==> src/rtl/apc_defines.svh <==
// Register offsets, reset values and timing counts for the analog port
// Assumes inclusion by bare name from rtl files
`ifndef APC_DEFINES_SVH
`define APC_DEFINES_SVH
`define APC_ADDR_W          8
`define APC_OFF_DATA        8'h30
`define APC_OFF_SNAPSHOT    8'h31
`define APC_OFF_DIRECTION   8'h32
`define APC_OFF_WEAKEN      8'h33
`define APC_OFF_PULL_EN     8'h34
`define APC_OFF_POLARITY    8'h35
`define APC_RST_REG         8'h00
`define APC_SYNC_STAGES     2
`define APC_POL_PULL_UP     1'b0
`define APC_POL_PULL_DOWN   1'b1
`endif

==> src/rtl/apc_pkg.sv <==
// Types for the analog port pin control block
// Assumes no other package
package apc_pkg;
	typedef enum logic [5:0] {
		APC_SEL_NONE      = 6'h01,
		APC_SEL_DATA      = 6'h02,
		APC_SEL_SNAPSHOT  = 6'h04,
		APC_SEL_DIRECTION = 6'h08,
		APC_SEL_WEAKEN    = 6'h10,
		APC_SEL_PULL      = 6'h20
	} apc_sel_t;
endpackage

==> src/rtl/apc_port.sv <==
// What this block does
// - Reading the snapshot register returns the synchronised level of all eight pins.
// - Writes to the snapshot register change nothing.
// - A direction bit of 0 makes its pin an input and 1 an output.
// - After a direction change, data and snapshot reads may lag by up to two cycles.
// - A set weaken bit asks the pad for about one third drive, clear means full.
// - On an input pin the weaken bit has no effect on the pad.
// - A set pull enable turns on the pull device of its input pin, clear keeps it off.
// - On an output pin the pull enable never turns on a pull device.
// - Reset leaves every pull device off.
// - A pin whose converter channel is enabled never gets a pull device.
// - The polarity bit picks pull-up or pull-down only for an enabled input pin.
// - Every pin works as plain I/O or carries a peripheral's output or input.
// - Configuration registers store any write even when the setting cannot act.
// - Data reads give the latch where the direction bit is 1 and the pin level where it is 0.
// - A pin under peripheral control ignores its direction bit, except in data reads.
//
// Eight-pin port shared with converter channels, register port slave
// Assumes a one-cycle strobe master on clk_in; pins asynchronous
`timescale 1ns/100ps
`include "apc_defines.svh"
module apc_port #(
	parameter int PINS = 8
) (
	input  wire logic                   clk_in,
	input  wire logic                   arst_n_in,
	input  wire logic [`APC_ADDR_W-1:0] addr_in,
	input  wire logic [7:0]             wdata_in,
	input  wire logic                   wr_in,
	input  wire logic                   rd_in,
	output logic      [7:0]             rdata_out,
	input  wire logic [PINS-1:0]        pin_in,
	output logic      [PINS-1:0]        pin_out,
	output logic      [PINS-1:0]        pin_oe_out,
	output logic      [PINS-1:0]        pad_weak_out,
	output logic      [PINS-1:0]        pad_pull_up_out,
	output logic      [PINS-1:0]        pad_pull_down_out,
	input  wire logic [PINS-1:0]        converter_channel_en_in,
	input  wire logic [PINS-1:0]        periph_own_in,
	input  wire logic [PINS-1:0]        periph_oe_in,
	input  wire logic [PINS-1:0]        periph_data_in,
	output logic      [PINS-1:0]        periph_pin_out
);
	// Stored registers and the synchronised pin levels
	logic [PINS-1:0] port_output_latch;
	logic [PINS-1:0] pin_direction_select;
	logic [PINS-1:0] drive_weaken_select;
	logic [PINS-1:0] pull_device_enable;
	logic [PINS-1:0] pull_polarity_select;
	logic [PINS-1:0] pin_level_snapshot;
	logic [PINS-1:0] next_rdata;
	apc_pkg::apc_sel_t sel;

	// Address decode into one-hot selection
	function automatic apc_pkg::apc_sel_t decode(
		input logic [`APC_ADDR_W-1:0] a
	);
		case (a)
			`APC_OFF_DATA:      decode = apc_pkg::APC_SEL_DATA;
			`APC_OFF_SNAPSHOT:  decode = apc_pkg::APC_SEL_SNAPSHOT;
			`APC_OFF_DIRECTION: decode = apc_pkg::APC_SEL_DIRECTION;
			`APC_OFF_WEAKEN:    decode = apc_pkg::APC_SEL_WEAKEN;
			`APC_OFF_PULL_EN:   decode = apc_pkg::APC_SEL_PULL;
			default:            decode = apc_pkg::APC_SEL_NONE;
		endcase
	endfunction

	// Per pin, take a where the mask is set and b elsewhere
	function automatic logic [PINS-1:0] pick(
		input logic [PINS-1:0] mask,
		input logic [PINS-1:0] a,
		input logic [PINS-1:0] b
	);
		pick = (mask & a) | (~mask & b);
	endfunction

	// Pin levels pass two flops before any use
	apc_sync #(
		.WIDTH (PINS)
	) u_sync (
		.clk_in    (clk_in),
		.arst_n_in (arst_n_in),
		.async_in  (pin_in),
		.sync_out  (pin_level_snapshot)
	);

	// Selection of the addressed register
	assign sel = decode(addr_in);

	// Polarity sits outside the one-hot code
	wire pol_hit = (addr_in == `APC_OFF_POLARITY);

	// Write enables; the snapshot address has none
	wire wr_latch     = wr_in && (sel == apc_pkg::APC_SEL_DATA);
	wire wr_direction = wr_in && (sel == apc_pkg::APC_SEL_DIRECTION);
	wire wr_weaken    = wr_in && (sel == apc_pkg::APC_SEL_WEAKEN);
	wire wr_pull_en   = wr_in && (sel == apc_pkg::APC_SEL_PULL);
	wire wr_polarity  = wr_in && pol_hit;

	// Write data trimmed to the pin count
	wire [PINS-1:0] wr_bits = wdata_in[PINS-1:0];

	// Next values: store any write, hold otherwise
	wire [PINS-1:0] next_latch     = wr_latch
		? wr_bits : port_output_latch;
	wire [PINS-1:0] next_direction = wr_direction
		? wr_bits : pin_direction_select;
	wire [PINS-1:0] next_weaken    = wr_weaken
		? wr_bits : drive_weaken_select;
	wire [PINS-1:0] next_pull_en   = wr_pull_en
		? wr_bits : pull_device_enable;
	wire [PINS-1:0] next_polarity  = wr_polarity
		? wr_bits : pull_polarity_select;

	// Output latch, driven only on output pins
	always_ff @(posedge clk_in or negedge arst_n_in)
	begin
		if (!arst_n_in)
			port_output_latch <= `APC_RST_REG;
		else
			port_output_latch <= next_latch;
	end

	// Direction bits, all inputs out of reset
	always_ff @(posedge clk_in or negedge arst_n_in)
	begin
		if (!arst_n_in)
			pin_direction_select <= `APC_RST_REG;
		else
			pin_direction_select <= next_direction;
	end

	// Weak drive bits, full drive out of reset
	always_ff @(posedge clk_in or negedge arst_n_in)
	begin
		if (!arst_n_in)
			drive_weaken_select <= `APC_RST_REG;
		else
			drive_weaken_select <= next_weaken;
	end

	// Pull enable bits, no pull out of reset
	always_ff @(posedge clk_in or negedge arst_n_in)
	begin
		if (!arst_n_in)
			pull_device_enable <= `APC_RST_REG;
		else
			pull_device_enable <= next_pull_en;
	end

	// Polarity bits, pull-up chosen out of reset
	always_ff @(posedge clk_in or negedge arst_n_in)
	begin
		if (!arst_n_in)
			pull_polarity_select <= `APC_RST_REG;
		else
			pull_polarity_select <= next_polarity;
	end

	// Peripheral ownership overrides the direction bit
	wire [PINS-1:0] own_periph = periph_own_in;
	wire [PINS-1:0] is_output  = pick(own_periph, periph_oe_in,
		pin_direction_select);
	// Input wherever nothing drives
	wire [PINS-1:0] is_input   = ~is_output;
	// Pull allowed only on inputs with the channel off
	wire [PINS-1:0] pull_on    = pull_device_enable & is_input
		& ~converter_channel_en_in;

	// Pad enable and value, peripheral or latch
	assign pin_oe_out = is_output;
	assign pin_out    = pick(own_periph, periph_data_in,
		port_output_latch);

	// Weak drive only reaches output pins
	assign pad_weak_out = drive_weaken_select
		& is_output;

	// Polarity steers the permitted pull
	assign pad_pull_up_out   = pull_on
		& ~pull_polarity_select;
	assign pad_pull_down_out = pull_on
		& pull_polarity_select;

	// Peripherals see the synchronised level
	assign periph_pin_out = pin_level_snapshot;

	// Data readback: latch where the direction bit is set, pin level elsewhere
	wire [PINS-1:0] data_view  = pick(pin_direction_select,
		port_output_latch, pin_level_snapshot);
	// Polarity read, zero for unmapped addresses
	wire [PINS-1:0] other_view = pol_hit ? pull_polarity_select : '0;

	// Read data selection
	always_comb
	begin
		case (sel)
			apc_pkg::APC_SEL_DATA:      next_rdata = data_view;
			apc_pkg::APC_SEL_SNAPSHOT:  next_rdata = pin_level_snapshot;
			apc_pkg::APC_SEL_DIRECTION: next_rdata = pin_direction_select;
			apc_pkg::APC_SEL_WEAKEN:    next_rdata = drive_weaken_select;
			apc_pkg::APC_SEL_PULL:      next_rdata = pull_device_enable;
			default:                    next_rdata = other_view;
		endcase
	end

	// Read data one cycle after strobe, zero otherwise
	always_ff @(posedge clk_in or negedge arst_n_in)
	begin
		if (!arst_n_in)
			rdata_out <= 8'h00;
		else if (rd_in)
			rdata_out <= 8'(next_rdata);
		else
			rdata_out <= 8'h00;
	end
endmodule

==> src/rtl/apc_sync.sv <==
// Two-stage synchroniser for a bus of pin levels
// Assumes inputs are asynchronous to clk_in
`timescale 1ns/100ps
module apc_sync #(
	parameter int WIDTH = 8
) (
	input  wire logic             clk_in,
	input  wire logic             arst_n_in,
	input  wire logic [WIDTH-1:0] async_in,
	output logic      [WIDTH-1:0] sync_out
);
	logic [WIDTH-1:0] stage_one;

	// First stage feeds only the second
	always_ff @(posedge clk_in or negedge arst_n_in)
	begin
		if (!arst_n_in)
		begin
			stage_one <= '0;
			sync_out  <= '0;
		end
		else
		begin
			stage_one <= async_in;
			sync_out  <= stage_one;
		end
	end
endmodule

==> config.mk <==
export PLATFORM = sky130hd
export DESIGN_NAME = apc_port
export DESIGN_NICKNAME = d
export VERILOG_FILES = /design/src/rtl/apc_pkg.sv /design/src/rtl/apc_port.sv /design/src/rtl/apc_sync.sv
export VERILOG_INCLUDE_DIRS = /design/src /design/src/rtl
export SDC_FILE = /design/constraint.sdc
export NUM_CORES = 1
export LEC_CHECK = 0
export BUFFER_PORTS_ARGS = -buffer_cell sky130_fd_sc_hd__buf_2
export CAP_MARGIN = 20
export CORE_MARGIN = 3
export CORE_UTILIZATION = 53
export DETAILED_ROUTE_END_ITERATION = 6
export PLACE_DENSITY = 0.85
export SKIP_CTS_REPAIR_TIMING = 1
export SLEW_MARGIN = 20
export SYNTH_ARGS = -nofsm -noshare
export SYNTH_HDL_FRONTEND = slang
export SYNTH_SLANG_ARGS = --single-unit
==> constraint.sdc <==
create_clock -name clk_in -period 1.6 [get_ports clk_in]
set_clock_uncertainty 0.05 [all_clocks]
set_input_delay 0.24 -clock clk_in [delete_from_list [all_inputs] [get_ports clk_in]]
set_output_delay 0.24 -clock clk_in [all_outputs]
set_load 0.1 [all_outputs]
After elaboration in Yosys (flattened, before gate mapping)
Cells that the tools add are included.
- flip-flop bits (word level): 64
- latch bits: 0
- bits in writable memories: 0
- ROM bits: 0
- bits of input ports: 60
- word-level logic and storage cells: 47
- memories kept: 0
- add/subtract/negate cells: 0
- multiply operators: 0
- divide/modulo/power cells: 0
- magnitude comparators: 0
- equality and inequality tests: 11
- shift-type cells: 0
- muxes and demuxes: 4
- bitwise operators: 19
- reductions and logical operators: 5
- operators by type and width (operator ; number):
    $and 8x8->8 ; 11
    $eq 8x6->1 const B ; 6
    $not 8->8 ; 5
    $pmux 8 s5 ; 1
    $pmux 6 s5 ; 1
    $or 8x8->8 ; 3
    $mux 8 ; 2
    $eq 6x2->1 const B ; 1
    $eq 6x3->1 const B ; 1
    $eq 6x4->1 const B ; 1
    $eq 6x5->1 const B ; 1
    $eq 6x6->1 const B ; 1
    $logic_and 1x1->1 ; 5

Depth between registers and ports, before layout
Gate-level depths: netlist (run 1).
- depth after elaboration: 7
- depth in mapped cells: 6

Cells and area by module
A second synthesis (run 1) with hierarchy kept.
- cells, all modules: 253
- area total of the unflattened synthesis: 3131.8 µm²
- modules (own cells, without submodules) (module ; times used ; cells each ; area each (µm²)):
    apc_port ; 1 ; 237 ; 2731.4
    apc_sync ; 1 ; 16 ; 400.4

Worst setup path before layout (run 1)
No wires, ideal clock.
- path type: register -> output
- start: reg pin_direction_select[6]
- end: out pad_pull_up_out[6]
- data arrival time: 4.229 ns
- data required time: 1.310 ns
- slack: -2.919 ns
- cell stages (with the launch flop): 4
- cell sequence: dfrtp_1 mux2i_1 inv_1 nor4b_1
- word-level cells in the longest chain between the ends: 6
- RTL lines (element ; line ; RTL):
    start: declaration ; apc_port.sv:46 ; logic [PINS-1:0] pin_direction_select;
    start signal: assignment ; apc_port.sv:128 ; pin_direction_select <= `APC_RST_REG;
    start signal: assignment ; apc_port.sv:130 ; pin_direction_select <= next_direction;
    $and 8x8->8 ; apc_port.sv:74 ; pick = (mask & a) | (~mask & b);
    $or 8x8->8 ; apc_port.sv:74 ;
    via pin_oe_out[6] ; apc_port.sv:34 ; output logic [PINS-1:0] pin_oe_out,
    $not 8->8 ; apc_port.sv:165 ; wire [PINS-1:0] is_input = ~is_output;
    $and 8x8->8 ; apc_port.sv:167 ; wire [PINS-1:0] pull_on = pull_device_enable & is_input
    $and 8x8->8 ; apc_port.sv:168 ; & ~converter_channel_en_in;
    $and 8x8->8 ; apc_port.sv:181 ; & ~pull_polarity_select;
    end: declaration ; apc_port.sv:36 ; output logic [PINS-1:0] pad_pull_up_out,
The timed path passes the listed nets, and every way through them passes these cells.

Worst setup path after layout (run 1)
- start: reg pin_direction_select[6]
- end: out pad_pull_up_out[6]
- word-level cells in the longest chain between the ends: 6
- RTL lines (element ; line):
    $and 8x8->8 ; apc_port.sv:74
    $or 8x8->8 ; apc_port.sv:74
    $not 8->8 ; apc_port.sv:165
    $and 8x8->8 ; apc_port.sv:167
    $and 8x8->8 ; apc_port.sv:168
    $and 8x8->8 ; apc_port.sv:181
Every way passes these cells.

==> results by group, run 1 <==
Outcome
  – Status: finished, violations left
  – Failing checks: negative setup slack

Setup path
  – Crit. Startpoint: pin_direction_select[6]
  – CP arrival: approximately 1.7 ns
  – Worst-path fanout max: 3
  – Worst Path Buf+Inv: 2
  – Delay-heaviest family, CP: flip-flops
  – FF-to-FF setup slack: roughly 0.040 ns
  – WP data required: between 1 and 1.5 ns
  – Reg2reg start: pin_direction_select[1]
  – WS Path Type: register to output pin
  – R2R cell count: 6
  – WP depth: 4
  – CP max stage cell: dfrtp_1
  – Startpoint Class: register
  – RR Endpoint: rdata_out[1]
  – Max incr delay on CP: around 0.43 ns
  – Crit-path cells: mux2i_1, inv_1, nor4b_4, buf_12
  – CP endpoint kind: output pin
  – CP Capture Point: pad_pull_up_out[6]

Die
  – Die ar.: between 6000 and 7000 um2
  – I/O pin count: 116
  – Cell row count: 27
  – Die height: ~83 um
  – Core ar.: approximately 5600 um2
  – Initial Utilization: between 50% and 60%
  – Die X: approximately 83 um

Timing
  – Final setup margin: -0.351 ns
  – Final Slew Violations: 0
  – Setup TNS: -4.64 ns
  – Final min period: approximately 2.0 ns
  – Endpoints failing hold: 0
  – Max Clock Freq: roughly 500 MHz
  – Crit share post-route: 122%
  – Worst slew pin tran: between 0.5 and 0.6 ns
  – RSZ-0062 raised after global routing: yes
  – Setup violators final: 27
  – Slew margin rel.: between 60% and 70%

Yosys
  – Most frequent cell after synthesis: dfrtp_1
  – Share of flip-flops with an asynchronous set or reset: 100%
  – Post-synth top area share: about half
  – Commonest cells post-synth: dfrtp_1 (64), mux2_2 (46), o21ai_0 (15)
  – Area contributors post-synth: dfrtp_1 (51%), mux2_2 (17%), mux2i_1 (4.5%)
  – Syn avg cell area: about 12 um2
  – Syn Std Cell Area: roughly 3100 um2
  – Cells after Synth: 258
  – FF+latch count, synth: between 60 and 70
  – Yosys warning total: 0
  – Primary FF master, synth: dfrtp_1
  – Distinct cells, synth: 26
  – Post-synthesis sequential area ratio: approximately half
  – EDFF count, synth: 0
  – Synth Net Count: around 320
  – Yosys top cell by area: dfrtp_1

Power and ir drop
  – P_leak: between 2 and 2.5 nW
  – Maximum vdd drop: slightly above 0.0009 V
  – Pwr dens: 781 nW/um2

Placed design
  – DP Wirelength: around 6700 um
  – PortBufs: 115
  – Final GP Congestion: around 0.84
  – Dpl cells: between 400 and 500

Drt
  – Post-route ant nets: 0
  – Detailed Route Iter0 Violations: approximately 250
  – Via density: around 6.2
  – Via Count: around 3k
  – Avg WL per Cell: between 20 and 25 um
  – 1st-pass router iterations: 5
  – Residual DRC: 0
  – Final wirelength: 11400 um

Clock network
  – # clock sinks: 64
  – CTS root buf: clkbuf_8
  – CTS H-Tree Depth: 3
  – CTS tree: yes
  – Maximum buffer depth of the clock tree: 2
  – Worst-Skew Late Latency: roughly 0.35 ns
  – Reg clk slew, reported paths: ~0.07 ns
  – CTS buffer count: 9

GRT
  – Grt ovf: 0
  – First-pass GRT wire length: 14400 um
  – Vias in the first global route: 2881
  – Total GRT Usage: between 20 and 30%
  – Antenna violations before repair: 1
  – Largest net degree at the start of global routing: between 40 and 50

Final layout
  – FILL cells: around 230
  – Fin util: 89.0%
  – Multi-input gate area: ~1600 um2
  – Non-filler cells, final: 493
  – Fraction of layout cells with a size suffix above 1: between 50% and 60%
  – Fin nets: around 480
  – Sequential cell area: 1600 um2
  – Area Growth Syn to Fin: 60.3%

Run
  – Max-Cap Viols: 0

Hold path
  – Hold Path Class: input port to register
metrics by stage:
step	setup WS (ns)	hold slack (ns)	area [um2]	total power, W
after floorplan	-0.895	-0.106	3240	0.00230
after CTS	-0.385	-0.205	4700	0.00376
after detailed placement	-0.200	0.156	4530	0.00260
after global routing	-0.429	0.144	4990	0.00401
final	-0.351	0.152	4990	0.00390
after global placement	-0.111	0.155	4530	0.00257
state kept, by name, summed over array words and instances, names as in the netlist:
signal / cells
drive_weaken_select: 8
pin_direction_select: 8
u_sync.stage_one: 8
port_output_latch: 8
pull_polarity_select: 8
rdata_out: 8
pull_device_enable: 8
u_sync.sync_out: 8
cells by family after synthesis:
group	after synthesis	synth area share [%]
AND/OR/NAND/NOR	65	14.7
AO/OA/AOI/OAI	44	8.88
multiplexers	62	21.9
buffers and inverters	23	3.14
flip-flops	64	51.4
where the power goes:
group          leakage [nW]  internal, W  switching (W)
combinational          1.46     0.000348       0.000578
clock                0.0899     0.000595       0.000617
sequential            0.848      0.00169      0.0000728
worst register-to-register path, stage by stage (launching register included):
cell,delay (ns)
dfrtp_1,0.40
buf_4,0.14
buf_4,0.13
nand2b_1,0.11
a21boi_0,0.24
o22ai_1,0.15
o21a_1,0.23
layout by cell type (no fill, tap or decap), drive strengths merged, types with 9 or more instances in the layout:
cell	Yosys	layout
mux2i	14	14
nor4b	9	9
clkbuf	7	14
dlygate4sd3	0	9
inv	13	13
nand2b	10	10
mux2	48	48
buf	3	145
dfrtp	64	64
nand2	13	13
nor2b	10	10
o21ai	15	15
worst min-delay path by stage:
stage,from,end,slack [ns],depth (start not counted)
2_1_floorplan,arst_n_in,drive_weaken_select[0],-0.11,0
3_3_place_gp,arst_n_in,u_sync.sync_out[4],0.16,1
3_5_place_dp,arst_n_in,u_sync.stage_one[3],0.16,1
4_1_cts,arst_n_in,u_sync.sync_out[5],-0.21,1
5_1_grt,wdata_in[6],port_output_latch[6],0.14,2
6_report,wdata_in[6],port_output_latch[6],0.15,2
cell type report:
type / instances / share of cell area [%]
multi-input combinational: 171 / 32.4
tap: 72 / 1.81
clock buffer: 12 / 2.91
clock inverter: 4 / 0.401
timing repair buffer: 156 / 29.3
inverter: 13 / 0.978
antenna: 1 / 0.0502
sequential: 64 / 32.1
routing by layer:
layer	vias up	routed length (um)	GRT usage, %
li1	1248	-	-
met1	1488	3910	34.4
met2	256	5980	50.2
met3	49	945	6.07
met4	0	569	13.7
met5	-	0	0
Note: power is estimated with default switching activity, not from simulation.
==> inputs of run 2 (changes only) <==
Settings changed: BUFFER_PORTS_ARGS -buffer_cell sky130_fd_sc_hd__buf_2 to default, CORE_UTILIZATION 53 to 60, DONT_BUFFER_PORTS from default to 1, PLACE_DENSITY 0.85 to 0.76.
==> run 2 against run 1 <==
  * Cell area down 7.0%
  * Hold slack worse by 0.64 ns
  * Via count down 4.8%
  * The flow finishes with violations (negative hold slack, negative setup slack)
  * Routed wire length up 4.2%
  * Flip-flop and latch count did not move
  * Non-clock buffer count down 65
  * Register-to-register slack worse by 0.07 ns
  * Sequential share of layout area rose by 2.4 points
  * Power fell by 1.6%
==> results by group, run 2 (synthesis gave the netlist of run 1 again) <==
Outcome
  – Status: finished, violations left
  – Failing checks: negative hold slack, negative setup slack

Power and ir drop
  – PnR Total Power: about 0.0038 W
  – Clk pwr share: 33.5%
  – Combinational power share: about a fifth
  – Sw Ratio: 33.3%
  – Internal Power: 0.00256 W
  – Pwr dens: slightly above 800 nW/um2
  – P_leak: approximately 2.1 nW
  – Maximum vdd drop: around 0.0007 V
  – Switching pwr: 0.00128 W
  – Power share of the sequential group: between 40% and 50%

Die
  – Die ar.: approximately 6100 um2
  – Initial Utilization: between 60% and 70%
  – Core ar.: 4880 um2
  – Die height: between 70 and 80 um
  – Die X: between 70 and 80 um
  – I/O pin count: around 120
  – Cell row count: 25

Drt
  – Avg WL per Cell: roughly 28 um
  – Via Count: a little under 3k
  – Residual DRC: 0
  – Via density: roughly 6.9
  – Final wirelength: approximately 12000 um
  – Detailed Route Iter0 Violations: around 320
  – Post-route ant nets: 0
  – 1st-pass router iterations: 5

Timing
  – Final setup margin: -0.416 ns
  – Setup violators final: 34
  – Fin Hold WS: -0.484 ns
  – Slew margin rel.: between 50% and 60%
  – Final Slew Violations: 0
  – RSZ-0062 raised after global routing: yes
  – Worst slew pin tran: roughly 0.66 ns
  – Final min period: between 2 and 2.5 ns
  – Max Clock Freq: a little under 500 MHz
  – Endpoints failing hold: 65
  – Crit share post-route: 126%

Clock network
  – CTS H-Tree Depth: 3
  – Reg clk slew, reported paths: around 0.07 ns
  – # clock sinks: between 60 and 70
  – Worst-Skew Late Latency: between 0.3 and 0.4 ns
  – CTS root buf: clkbuf_8
  – CTS buffer count: 9
  – Maximum buffer depth of the clock tree: 2
  – CTS tree: yes

Final layout
  – Antenna diodes: 0
  – FILL cells: approximately 120
  – Final Instance Area: approximately 4600 um2
  – Sequential cell area: approximately 1600 um2
  – Multi-input gate area: 1630 um2
  – Fin nets: a little over 400
  – Fraction of layout cells with a size suffix above 1: between 40% and 50%
  – Commonest non-fill, non-tap cell in the layout: dfrtp_1
  – Fin util: between 90% and 100%
  – Area Growth Syn to Fin: 49.0%
  – Commonest cells after routing, fill and taps aside: dfrtp_1 (64), mux2_2 (46), buf_4 (36), buf_12 (26), dlygate4sd3_1 (17)

Setup path
  – Worst-path fanout max: 3
  – R2R cell count: 5
  – Crit. Startpoint: pin_direction_select[7]
  – RR Endpoint: rdata_out[7]
  – WP data required: about 1.3 ns
  – FF-to-FF setup slack: -0.03 ns
  – CP endpoint kind: output pin
  – WS Path Type: register to output pin
  – Reg2reg start: pin_direction_select[7]
  – CP arrival: approximately 1.7 ns
  – CP Capture Point: pad_pull_up_out[7]
  – Startpoint Class: register

Hold path
  – Hold Path Class: input port to asynchronous set/reset pin

GRT
  – Largest net degree at the start of global routing: 65
  – Vias in the first global route: 2516
  – Antenna violations before repair: 0
  – First-pass GRT wire length: approximately 13000 um
  – Grt ovf: 0
  – Total GRT Usage: 28.0%

Placed design
  – PortBufs: 0
  – Final GP Congestion: ~0.8
  – Area after DPL: about 4000 um2
  – DP Wirelength: 5510 um

Run
  – Max-Cap Viols: 0
run 2: final cells by class:
cell class / count / area share (%)
clock inverter: 5 / 0.701
inverter: 13 / 1.05
multi-input combinational: 171 / 35.1
timing repair buffer: 91 / 23.8
sequential: 64 / 34.5
clock buffer: 11 / 3.05
tap: 67 / 1.81
run 2: metrics by stage:
stage / TNS, ns / instances / worst slack [ns] / hold WS, ns
global placement: -0.332 / 377 / -0.0774 / -0.103
CTS: -4.42 / 393 / -0.285 / -0.480
floorplan: -10.29 / 258 / -0.895 / -0.106
finish: -6.67 / 422 / -0.416 / -0.484
detailed placement: -1.06 / 377 / -0.0885 / -0.103
global route: -7.96 / 422 / -0.461 / -0.487
run 2: worst min path at each step:
stage | startpoint | to | slack, ns | cells past startpoint
after floorplan | arst_n_in | drive_weaken_select[0] | -0.11 | 0
after global placement | arst_n_in | u_sync.stage_one[4] | -0.10 | 0
after detailed placement | arst_n_in | u_sync.sync_out[4] | -0.10 | 0
after CTS | arst_n_in | pull_polarity_select[6] | -0.48 | 0
after global routing | arst_n_in | port_output_latch[0] | -0.49 | 0
final | arst_n_in | pin_direction_select[1] | -0.48 | 0
run 2: layer usage:
layer / global-route usage, % / vias up / share of wire (%)
li1: - / 1115 / -
met1: 30.5 / 1425 / 34
met2: 49.3 / 278 / 50
met3: 9.06 / 78 / 11
met4: 13.5 / 0 / 5.4
met5: 0 / - / 0
run 2: worst max-delay path, cell delays in order, from the launching register on:
cell	delay, ns
dfrtp_1	0.43
mux2i_2	0.26
inv_2	0.11
nor4b_4	0.34
buf_12	0.22
run 2: power by group through the flow:
stage	Sequential (W)	Clock [W]	Combinational, W
after floorplan	0.00184	0	0.000457
after global placement	0.00177	0	0.000614
after detailed placement	0.00178	0	0.000624
after CTS	0.00175	0.00124	0.000630
after global routing	0.00176	0.00135	0.000807
final	0.00176	0.00128	0.000788
